==> src/dqos_pkg.sv <==
// Shared constants and carrier types of the DRAM bridge QoS front end.
package dqos_pkg;
  localparam int unsigned DEPTH   = 4;
  localparam int unsigned IDX_W   = 2;
  localparam int unsigned CNT_W   = 3;
  localparam int unsigned ADDR_W  = 32;
  localparam int unsigned PADDR_W = 8;
  localparam int unsigned MAP_W   = 24;
  localparam int unsigned NRANGE  = 3;

  // Bus thread numbers of the two traffic classes.
  localparam logic [1:0] THREAD_REALTIME    = 2'h2;
  localparam logic [1:0] THREAD_NONREALTIME = 2'h0;

  // Register byte offsets.
  localparam logic [7:0] OFF_RANGE1   = 8'h00;
  localparam logic [7:0] OFF_MAP_BASE = 8'h0C;
  localparam logic [7:0] OFF_STATUS   = 8'h2C;

  // Range match register fields.
  localparam int unsigned RNG_LO_LSB = 0;
  localparam int unsigned RNG_HI_LSB = 4;
  localparam int unsigned RNG_EN_BIT = 8;
  localparam logic [8:0]  RNG_RESET  = 9'h000;
  localparam logic [8:0]  RNG_MASK   = 9'h177;

  // Priority map reset is the identity map, field p at bits 3p+2..3p.
  localparam logic [23:0] MAP_RESET = 24'hFA_C688;

  // Status register fields.
  localparam int unsigned ST_HI_CNT_LSB = 0;
  localparam int unsigned ST_LO_CNT_LSB = 4;
  localparam int unsigned ST_BLK_BIT    = 8;

  typedef struct packed {
    logic [1:0]        thread;
    logic [2:0]        prio;
    logic [ADDR_W-1:0] addr;
    logic              write;
  } dqos_bus_cmd_t;

  typedef struct packed {
    logic [2:0]        prio;
    logic [ADDR_W-1:0] addr;
    logic              write;
  } dqos_slot_t;

  typedef struct packed {
    logic              high_prio_thread;
    logic [2:0]        prio;
    logic [ADDR_W-1:0] addr;
    logic              write;
  } dqos_dram_cmd_t;
endpackage

==> src/dqos_bridge.sv <==
// QoS front end of the shared-to-DRAM bridge with its APB registers.
`timescale 1ns/1ps
`default_nettype none
module dqos_bridge
  import dqos_pkg::*;
(
  input  wire logic                   pclk,
  input  wire logic                   presetn,
  input  wire logic                   psel,
  input  wire logic                   penable,
  input  wire logic                   pwrite,
  input  wire logic [PADDR_W-1:0]     paddr,
  input  wire logic [31:0]            pwdata,
  output logic [31:0]                 prdata,
  output logic                        pready,
  output logic                        pslverr,
  input  wire logic                   cmd_valid,
  output logic                        cmd_ready,
  input  wire dqos_pkg::dqos_bus_cmd_t cmd_in,
  output logic                        dram_valid,
  input  wire logic                   dram_ready,
  output dqos_pkg::dqos_dram_cmd_t    dram_cmd
);
  logic [8:0]       rng_r [NRANGE];
  logic [MAP_W-1:0] map_r [2][4];
  logic             is_rt;
  logic             cmd_fire;
  logic             hi_push;
  logic             lo_push;
  logic [MAP_W-1:0] sel_map;
  logic [NRANGE-1:0] rng_hit;
  dqos_slot_t       push_cmd;
  logic             hi_pop;
  logic             lo_pop;
  logic             load;
  logic [DEPTH-1:0] lo_hit;
  logic [DEPTH-1:0] lo_pop_mask;
  logic             hi_sel_valid;
  logic             lo_sel_valid;
  dqos_slot_t       hi_sel_cmd;
  dqos_slot_t       lo_sel_cmd;
  logic [CNT_W-1:0] hi_cnt;
  logic [CNT_W-1:0] lo_cnt;
  logic             hi_full;
  logic             lo_full;
  logic             hi_blk;
  logic             reg_ok;
  logic             is_rng;
  logic             is_map;
  logic [1:0]       rng_idx;
  logic             map_hi;
  logic [1:0]       map_idx;
  logic [7:0]       map_off;
  logic             wr_en;
  logic [31:0]      rd_val;
  logic             dram_valid_r;
  dqos_dram_cmd_t   dram_cmd_r;

  // Class sorting: only bus thread 2 is real-time, the rest is normal.
  always_comb begin
    is_rt     = (cmd_in.thread == THREAD_REALTIME);
    cmd_ready = is_rt ? !hi_full : !lo_full;
    cmd_fire  = cmd_valid && cmd_ready;
    hi_push   = cmd_fire && is_rt;
    lo_push   = cmd_fire && !is_rt;
  end

  // Range match and priority translation done at arrival time.
  always_comb begin
    sel_map = map_r[is_rt][0];
    for (int k = NRANGE - 1; k >= 0; k--) begin
      rng_hit[k] = rng_r[k][RNG_EN_BIT] &&
                   cmd_in.prio >= rng_r[k][RNG_LO_LSB +: 3] &&
                   cmd_in.prio <= rng_r[k][RNG_HI_LSB +: 3];
      if (rng_hit[k]) begin
        sel_map = map_r[is_rt][k + 1];
      end
    end
    push_cmd.prio  = sel_map[cmd_in.prio * 3 +: 3];
    push_cmd.addr  = cmd_in.addr;
    push_cmd.write = cmd_in.write;
  end

  // Output stage loads when empty or when the DRAM side takes it.
  always_comb begin
    load   = !dram_valid_r || dram_ready;
    hi_pop = load && hi_sel_valid;
    lo_pop = load && !hi_sel_valid && lo_sel_valid;
  end

  dqos_cmd_queue u_high_q (
    .pclk      (pclk),
    .presetn   (presetn),
    .push      (hi_push),
    .push_cmd  (push_cmd),
    .push_blk  (lo_hit),
    .clr_blk   (lo_pop_mask),
    .cmp_addr  (cmd_in.addr),
    .cmp_hit   (),
    .pop       (hi_pop),
    .sel_valid (hi_sel_valid),
    .sel_idx   (),
    .sel_cmd   (hi_sel_cmd),
    .pop_mask  (),
    .count     (hi_cnt),
    .full      (hi_full),
    .blk_any   (hi_blk)
  );

  dqos_cmd_queue u_low_q (
    .pclk      (pclk),
    .presetn   (presetn),
    .push      (lo_push),
    .push_cmd  (push_cmd),
    .push_blk  ('0),
    .clr_blk   ('0),
    .cmp_addr  (cmd_in.addr),
    .cmp_hit   (lo_hit),
    .pop       (lo_pop),
    .sel_valid (lo_sel_valid),
    .sel_idx   (),
    .sel_cmd   (lo_sel_cmd),
    .pop_mask  (lo_pop_mask),
    .count     (lo_cnt),
    .full      (lo_full),
    .blk_any   ()
  );

  // Registered command towards the DRAM controller.
  always_ff @(posedge pclk or negedge presetn) begin
    if (!presetn) begin
      dram_valid_r <= 1'b0;
      dram_cmd_r   <= '0;
    end else if (load) begin
      dram_valid_r <= hi_sel_valid || lo_sel_valid;
      if (hi_sel_valid) begin
        dram_cmd_r <= {1'b1, hi_sel_cmd};
      end else if (lo_sel_valid) begin
        dram_cmd_r <= {1'b0, lo_sel_cmd};
      end
    end
  end

  assign dram_valid = dram_valid_r;
  assign dram_cmd   = dram_cmd_r;

  // APB address decode over the register map.
  always_comb begin
    map_off = paddr - OFF_MAP_BASE;
    rng_idx = paddr[3:2];
    map_hi  = map_off[4];
    map_idx = map_off[3:2];
    is_rng  = 1'b0;
    is_map  = 1'b0;
    reg_ok  = 1'b0;
    if (paddr[1:0] != 2'b00) begin
      reg_ok = 1'b0;
    end else if (paddr < OFF_MAP_BASE) begin
      is_rng = 1'b1;
      reg_ok = 1'b1;
    end else if (paddr < OFF_STATUS) begin
      is_map = 1'b1;
      reg_ok = 1'b1;
    end else if (paddr == OFF_STATUS) begin
      reg_ok = 1'b1;
    end
    wr_en = psel && penable && pwrite && reg_ok;
  end

  // Read data selection; status shows queue state.
  always_comb begin
    rd_val = '0;
    if (is_rng) begin
      rd_val[8:0] = rng_r[rng_idx];
    end else if (is_map) begin
      rd_val[MAP_W-1:0] = map_r[map_hi][map_idx];
    end else if (reg_ok) begin
      rd_val[ST_HI_CNT_LSB +: CNT_W] = hi_cnt;
      rd_val[ST_LO_CNT_LSB +: CNT_W] = lo_cnt;
      rd_val[ST_BLK_BIT]             = hi_blk;
    end
    prdata  = (psel && penable && !pwrite) ? rd_val : '0;
    pready  = 1'b1;
    pslverr = psel && penable && !reg_ok;
  end

  // Range match registers.
  always_ff @(posedge pclk or negedge presetn) begin
    if (!presetn) begin
      for (int k = 0; k < NRANGE; k++) begin
        rng_r[k] <= RNG_RESET;
      end
    end else if (wr_en && is_rng) begin
      rng_r[rng_idx] <= pwdata[8:0] & RNG_MASK;
    end
  end

  // Priority map registers, index 0 default then ranges 1 to 3.
  always_ff @(posedge pclk or negedge presetn) begin
    if (!presetn) begin
      for (int t = 0; t < 2; t++) begin
        for (int k = 0; k < 4; k++) begin
          map_r[t][k] <= MAP_RESET;
        end
      end
    end else if (wr_en && is_map) begin
      map_r[map_hi][map_idx] <= pwdata[MAP_W-1:0];
    end
  end

  a_rt_sort:
  assert property (@(posedge pclk) disable iff (!presetn)
    cmd_fire && cmd_in.thread == THREAD_REALTIME && !hi_pop
    |=> hi_cnt == $past(hi_cnt) + 3'd1)
    else $error("Thread 2 command did not enter the high thread.");

  a_nrt_sort:
  assert property (@(posedge pclk) disable iff (!presetn)
    cmd_fire && cmd_in.thread == THREAD_NONREALTIME && !lo_pop
    |=> lo_cnt == $past(lo_cnt) + 3'd1)
    else $error("Thread 0 command did not enter the low thread.");

  a_other_to_low:
  assert property (@(posedge pclk) disable iff (!presetn)
    cmd_fire && cmd_in.thread[0] && !lo_pop
    |=> lo_cnt == $past(lo_cnt) + 3'd1)
    else $error("Unclassed command was not treated as normal traffic.");

  a_rt_reserve:
  assert property (@(posedge pclk) disable iff (!presetn)
    cmd_valid && is_rt && hi_cnt < 3'd4 |-> cmd_ready)
    else $error("Real-time command refused while its space was free.");

  a_high_first:
  assert property (@(posedge pclk) disable iff (!presetn)
    load && hi_sel_valid && lo_sel_valid
    |=> dram_valid && dram_cmd.high_prio_thread)
    else $error("Normal command served ahead of a ready real-time one.");

  a_high_moves:
  assert property (@(posedge pclk) disable iff (!presetn)
    hi_sel_valid && !dram_valid ##1 dram_ready [*2]
    |-> $past(hi_cnt, 2) > hi_cnt || dram_cmd.high_prio_thread)
    else $error("High thread stalled behind the low thread.");

  a_conflict_hold:
  assert property (@(posedge pclk) disable iff (!presetn)
    hi_push && lo_hit != '0 && !lo_pop |=> hi_blk)
    else $error("Conflicting high command was not held.");

  a_default_map:
  assert property (@(posedge pclk) disable iff (!presetn)
    cmd_fire && !is_rt && rng_hit == '0 |->
    push_cmd.prio == map_r[0][0][cmd_in.prio * 3 +: 3])
    else $error("Unmatched priority did not use the default map.");
endmodule
`default_nettype wire

==> src/dqos_cmd_queue.sv <==
// One thread's command queue with age tracking and priority pick.
`timescale 1ns/1ps
`default_nettype none
module dqos_cmd_queue
  import dqos_pkg::*;
(
  input  wire logic                 pclk,
  input  wire logic                 presetn,
  input  wire logic                 push,
  input  wire dqos_pkg::dqos_slot_t push_cmd,
  input  wire logic [DEPTH-1:0]     push_blk,
  input  wire logic [DEPTH-1:0]     clr_blk,
  input  wire logic [ADDR_W-1:0]    cmp_addr,
  output logic [DEPTH-1:0]          cmp_hit,
  input  wire logic                 pop,
  output logic                      sel_valid,
  output logic [IDX_W-1:0]          sel_idx,
  output dqos_pkg::dqos_slot_t      sel_cmd,
  output logic [DEPTH-1:0]          pop_mask,
  output logic [CNT_W-1:0]          count,
  output logic                      full,
  output logic                      blk_any
);
  dqos_slot_t       slot_r   [DEPTH];
  logic [DEPTH-1:0] valid_r;
  logic [DEPTH-1:0] older_r  [DEPTH];
  logic [DEPTH-1:0] blk_r    [DEPTH];
  logic [DEPTH-1:0] elig;
  logic [IDX_W-1:0] free_idx;

  // Free slot search, eligibility, address compare and occupancy.
  always_comb begin
    free_idx = '0;
    count    = '0;
    blk_any  = 1'b0;
    for (int i = DEPTH - 1; i >= 0; i--) begin
      if (!valid_r[i]) begin
        free_idx = IDX_W'(i);
      end
    end
    for (int i = 0; i < DEPTH; i++) begin
      elig[i]    = valid_r[i] && (blk_r[i] == '0);
      cmp_hit[i] = valid_r[i] && (slot_r[i].addr == cmp_addr);
      count      = count + CNT_W'(valid_r[i]);
      blk_any    = blk_any | (valid_r[i] && (blk_r[i] != '0));
    end
    full = (valid_r == '1);
  end

  // Pick the most urgent eligible slot, oldest first on a tie.
  always_comb begin
    logic win;
    win       = 1'b0;
    sel_valid = 1'b0;
    sel_idx   = '0;
    for (int i = 0; i < DEPTH; i++) begin
      win = elig[i];
      for (int j = 0; j < DEPTH; j++) begin
        if (j != i && elig[j] && (slot_r[j].prio < slot_r[i].prio ||
            (slot_r[j].prio == slot_r[i].prio && older_r[i][j]))) begin
          win = 1'b0;
        end
      end
      if (win && !sel_valid) begin
        sel_valid = 1'b1;
        sel_idx   = IDX_W'(i);
      end
    end
    sel_cmd  = slot_r[sel_idx];
    pop_mask = (pop && sel_valid) ? (DEPTH'(1) << sel_idx) : '0;
  end

  // Slot payload and occupancy.
  always_ff @(posedge pclk or negedge presetn) begin
    if (!presetn) begin
      valid_r <= '0;
      for (int i = 0; i < DEPTH; i++) begin
        slot_r[i] <= '0;
      end
    end else begin
      valid_r <= (valid_r & ~pop_mask) |
                 (push ? (DEPTH'(1) << free_idx) : '0);
      if (push) begin
        slot_r[free_idx] <= push_cmd;
      end
    end
  end

  // Age matrix and address-conflict holds per slot.
  always_ff @(posedge pclk or negedge presetn) begin
    if (!presetn) begin
      for (int i = 0; i < DEPTH; i++) begin
        older_r[i] <= '0;
        blk_r[i]   <= '0;
      end
    end else begin
      for (int i = 0; i < DEPTH; i++) begin
        older_r[i] <= older_r[i] & ~pop_mask;
        blk_r[i]   <= blk_r[i] & ~clr_blk;
      end
      if (push) begin
        older_r[free_idx] <= valid_r & ~pop_mask;
        blk_r[free_idx]   <= push_blk & ~clr_blk;
      end
    end
  end

  a_pick_eligible:
  assert property (@(posedge pclk) disable iff (!presetn)
    pop && sel_valid |-> blk_r[sel_idx] == '0)
    else $error("Queue released a command still held by a conflict.");

  a_pick_urgent:
  assert property (@(posedge pclk) disable iff (!presetn)
    pop && sel_valid |-> !(elig[0] && slot_r[0].prio < sel_cmd.prio) &&
      !(elig[1] && slot_r[1].prio < sel_cmd.prio) &&
      !(elig[2] && slot_r[2].prio < sel_cmd.prio) &&
      !(elig[3] && slot_r[3].prio < sel_cmd.prio))
    else $error("Queue released a less urgent command first.");

  a_pick_oldest:
  assert property (@(posedge pclk) disable iff (!presetn)
    pop && sel_valid |-> ((older_r[sel_idx] & elig) == '0) ||
      !((older_r[sel_idx][0] && elig[0] && slot_r[0].prio == sel_cmd.prio)
      || (older_r[sel_idx][1] && elig[1] && slot_r[1].prio == sel_cmd.prio)
      || (older_r[sel_idx][2] && elig[2] && slot_r[2].prio == sel_cmd.prio)
      || (older_r[sel_idx][3] && elig[3] &&
          slot_r[3].prio == sel_cmd.prio)))
    else $error("Queue passed an older command of equal priority.");
endmodule
`default_nettype wire

==> config.mk <==
export PLATFORM = sky130hd
export DESIGN_NAME = dqos_bridge
export DESIGN_NICKNAME = d
export VERILOG_FILES = /design/src/dqos_pkg.sv /design/src/dqos_bridge.sv /design/src/dqos_cmd_queue.sv
export SDC_FILE = /design/constraint.sdc
export NUM_CORES = 2
export LEC_CHECK = 0
export BUFFER_PORTS_ARGS = -buffer_cell sky130_fd_sc_hd__buf_4
export CAP_MARGIN = 0
export CELL_PAD_IN_SITES_DETAIL_PLACEMENT = 0
export CELL_PAD_IN_SITES_GLOBAL_PLACEMENT = 1
export CORE_MARGIN = 4
export CORE_UTILIZATION = 50
export CTS_CLUSTER_DIAMETER = 40
export DETAILED_ROUTE_END_ITERATION = 16
export PLACE_DENSITY = 0.88
export SLEW_MARGIN = 15
export SYNTH_ARGS = -nofsm -noshare
export SYNTH_HDL_FRONTEND = slang
export SYNTH_HIERARCHICAL = 1
export SYNTH_SLANG_ARGS = --single-unit
==> constraint.sdc <==
create_clock -name pclk -period 4.7 [get_ports pclk]
set_input_delay 0.94 -clock pclk [delete_from_list [all_inputs] [get_ports pclk]]
set_output_delay 0.94 -clock pclk [all_outputs]
set_load 0.005 [all_outputs]
==> metrics.cfg <==
[clock_network]
cts_setup_buffers = 0
clk_pin_slew_worst_paths_ns = 0.05
htreeDepth = 3
clkLatencyLatePin_ns = 0.67
holdBufCountCts = 0
numCtsBuffers = 98
clkSinkCount = 603
cts_root_buf = clkbuf_16
cts_buffer_depth = 3
cts_resized = 0
cts_tree = built

[floorplan]
rows = 93
core_region_area_sq_um = 64300
die_area_sq_um = 69100
start_util_pct = 50.5
die_w_um = 263
boundaryPins = 158
die_h_um = 263

[power]
vdd_drop_max_mv = 0.648
leakagePower_nw = 17.6
power.total_mw = 27.4
p_per_area_nw_per_um2 = 718

[placement]
port_buffers = 140
dp_cells = 3900
hpwl_um = 62600
gp_congestion = 0.929

[layout]
syn_to_final_growth_pct = 17.4
drive_gt1_share_pct = 29.9
stdcell_count = 4088
nets = 3299

[flow_run]
drv_cap = 0

[grt]
antenna_found_initial = 3
busiest_layer = met2
grt_pass1_vias = 25800
gr-usage-met1_pct = 35.0
grt_max_degree = 107
grt_first_pass_wirelength_um = 149000
grt_usage_pct = 27.0
use_met3_pct = 5.41
overflow = 0
use_met2_pct = 45.2

[detailed_routing]
num_vias = 24700
drc = 0
routed_wirelength_um = 95400
drtIter0Drc = 2007
dr.pass1.iters = 5
antenna_left = 0
via_per_inst = 6.04
wl_per_cell_um = 23.3

[timing]
finalSetupViolations = 0
timing.hold.ws_ns = 0.347
slew_headroom_pct = 27.2
min_period_ns = 4.56
max_freq_ghz = 0.219
finalClockSkew_ns = 0.0624
hold_viol_final = 0
rsz0062_at_grt = no
timing.setup.tns_ns = 0
drv_slew = 0
tightest_slew_ns = 1.08
fin_crit_sh_pct = 97.1

[yosys]
synthCells = 2997
netlist_area_sq_um = 32500
yosysWarningCount = 6
synth.avg_cell_area_sq_um = 10.8

[hold_path]
hold_class = input port to async pin

[outcome]
status = finished clean

[critical_path]
crit_arrival_ns = 3.62
crit_buf_inv = 3
worstSetupStartpointType = input port
path_cells = buf_4 -> ha_1 -> xnor2_4 -> buf_12 -> mux4_2 -> mux2i_1 -> nor2_1 -> a211oi_1 -> a211oi_1 -> buf_4
cp-startpoint = paddr[3]
r2r_cells = 11
crit_required_ns = 3.76
r2r-end = u_low_q/valid_r[3]$_DFF_PN0_
critPathKind = input port to primary output
rr_startpoint = u_high_q/slot_r[143]$_DFFE_PN0P_
slowest_delay_ns = 0.53
rrSetupSlack_ns = 0.67
slowest_stage = mux4_2
critPathCaptureType = primary output
critical_path.top_delay_family = multiplexers
cp_max_fo = 16

## area by class of cell
type | count | area (sq um)
repair buffers | 216 | 1850
multi-input cells | 2170 | 16300
fillers | 5165 | 26200
clock inverters | 63 | 738
clock buffers | 122 | 2730
inverters | 56 | 210
well taps | 855 | 1070
diodes | 3 | 7.51
flip-flops and latches | 603 | 15200
## cell usage in the layout (no fill, tap or decap), types with 35 or more instances in the layout
cell type	count
buf_4	197
conb_1	41
dfrtp_1	507
dfstp_2	96
o21ai_0	53
mux4_2	65
ha_1	67
clkbuf_16	98
a21oi_1	180
nand3_1	35
o22ai_1	74
nand4_1	39
nor2_1	143
mux2i_1	182
nand2_1	552
inv_1	52
mux2_2	329
xnor2_1	113
## metrics by stage
| stage | setup WS, ns | utilization [%] | instance area, sq um |
|---|---|---|---|
| 2_1_floorplan | 0.684 | - | 32600 |
| 3_3_place_gp | 0.196 | 53.9 | 34700 |
| 3_5_place_dp | 0.175 | 53.9 | 34700 |
| 4_1_cts | 0.130 | 59.3 | 38100 |
| 5_1_grt | 0.0284 | 59.3 | 38100 |
| 6_report | 0.137 | 59.3 | 38100 |
## where the power goes
group | internal, mW | switching (mW) | leakage (nW)
logic | 4.91 | 7.19 | 8.41
registers | 6.70 | 1.20 | 7.53
clock network | 4.64 | 2.77 | 1.70
## state kept, by name, indices dropped and copies added (netlist names)
register / count
map_r: 192
u_high_q/slot_r: 144
u_low_q/slot_r: 144
dram_cmd: 37
rng_r: 21
u_high_q/blk_r: 16
u_low_q/blk_r: 16
u_high_q/older_r: 12
u_low_q/older_r: 12
u_high_q/valid_r: 4
u_low_q/valid_r: 4
dram_valid: 1
## worst max path at each step
stage / end / slack, ns / depth (start not counted)
finish: prdata[0] / 0.14 / 10
global route: prdata[0] / 0.03 / 10
CTS: prdata[0] / 0.13 / 10
detailed placement: prdata[6] / 0.18 / 10
global placement: prdata[0] / 0.20 / 10
floorplan: prdata[13] / 0.68 / 8
## per-layer routing
metal | vias up | part of all wire, %
met2 | 995 | 48
li1 | 10900 | -
met5 | - | 0
met1 | 12600 | 41
met4 | 0 | 3.3
met3 | 248 | 7.1
Power figures use the tool's default switching activity.
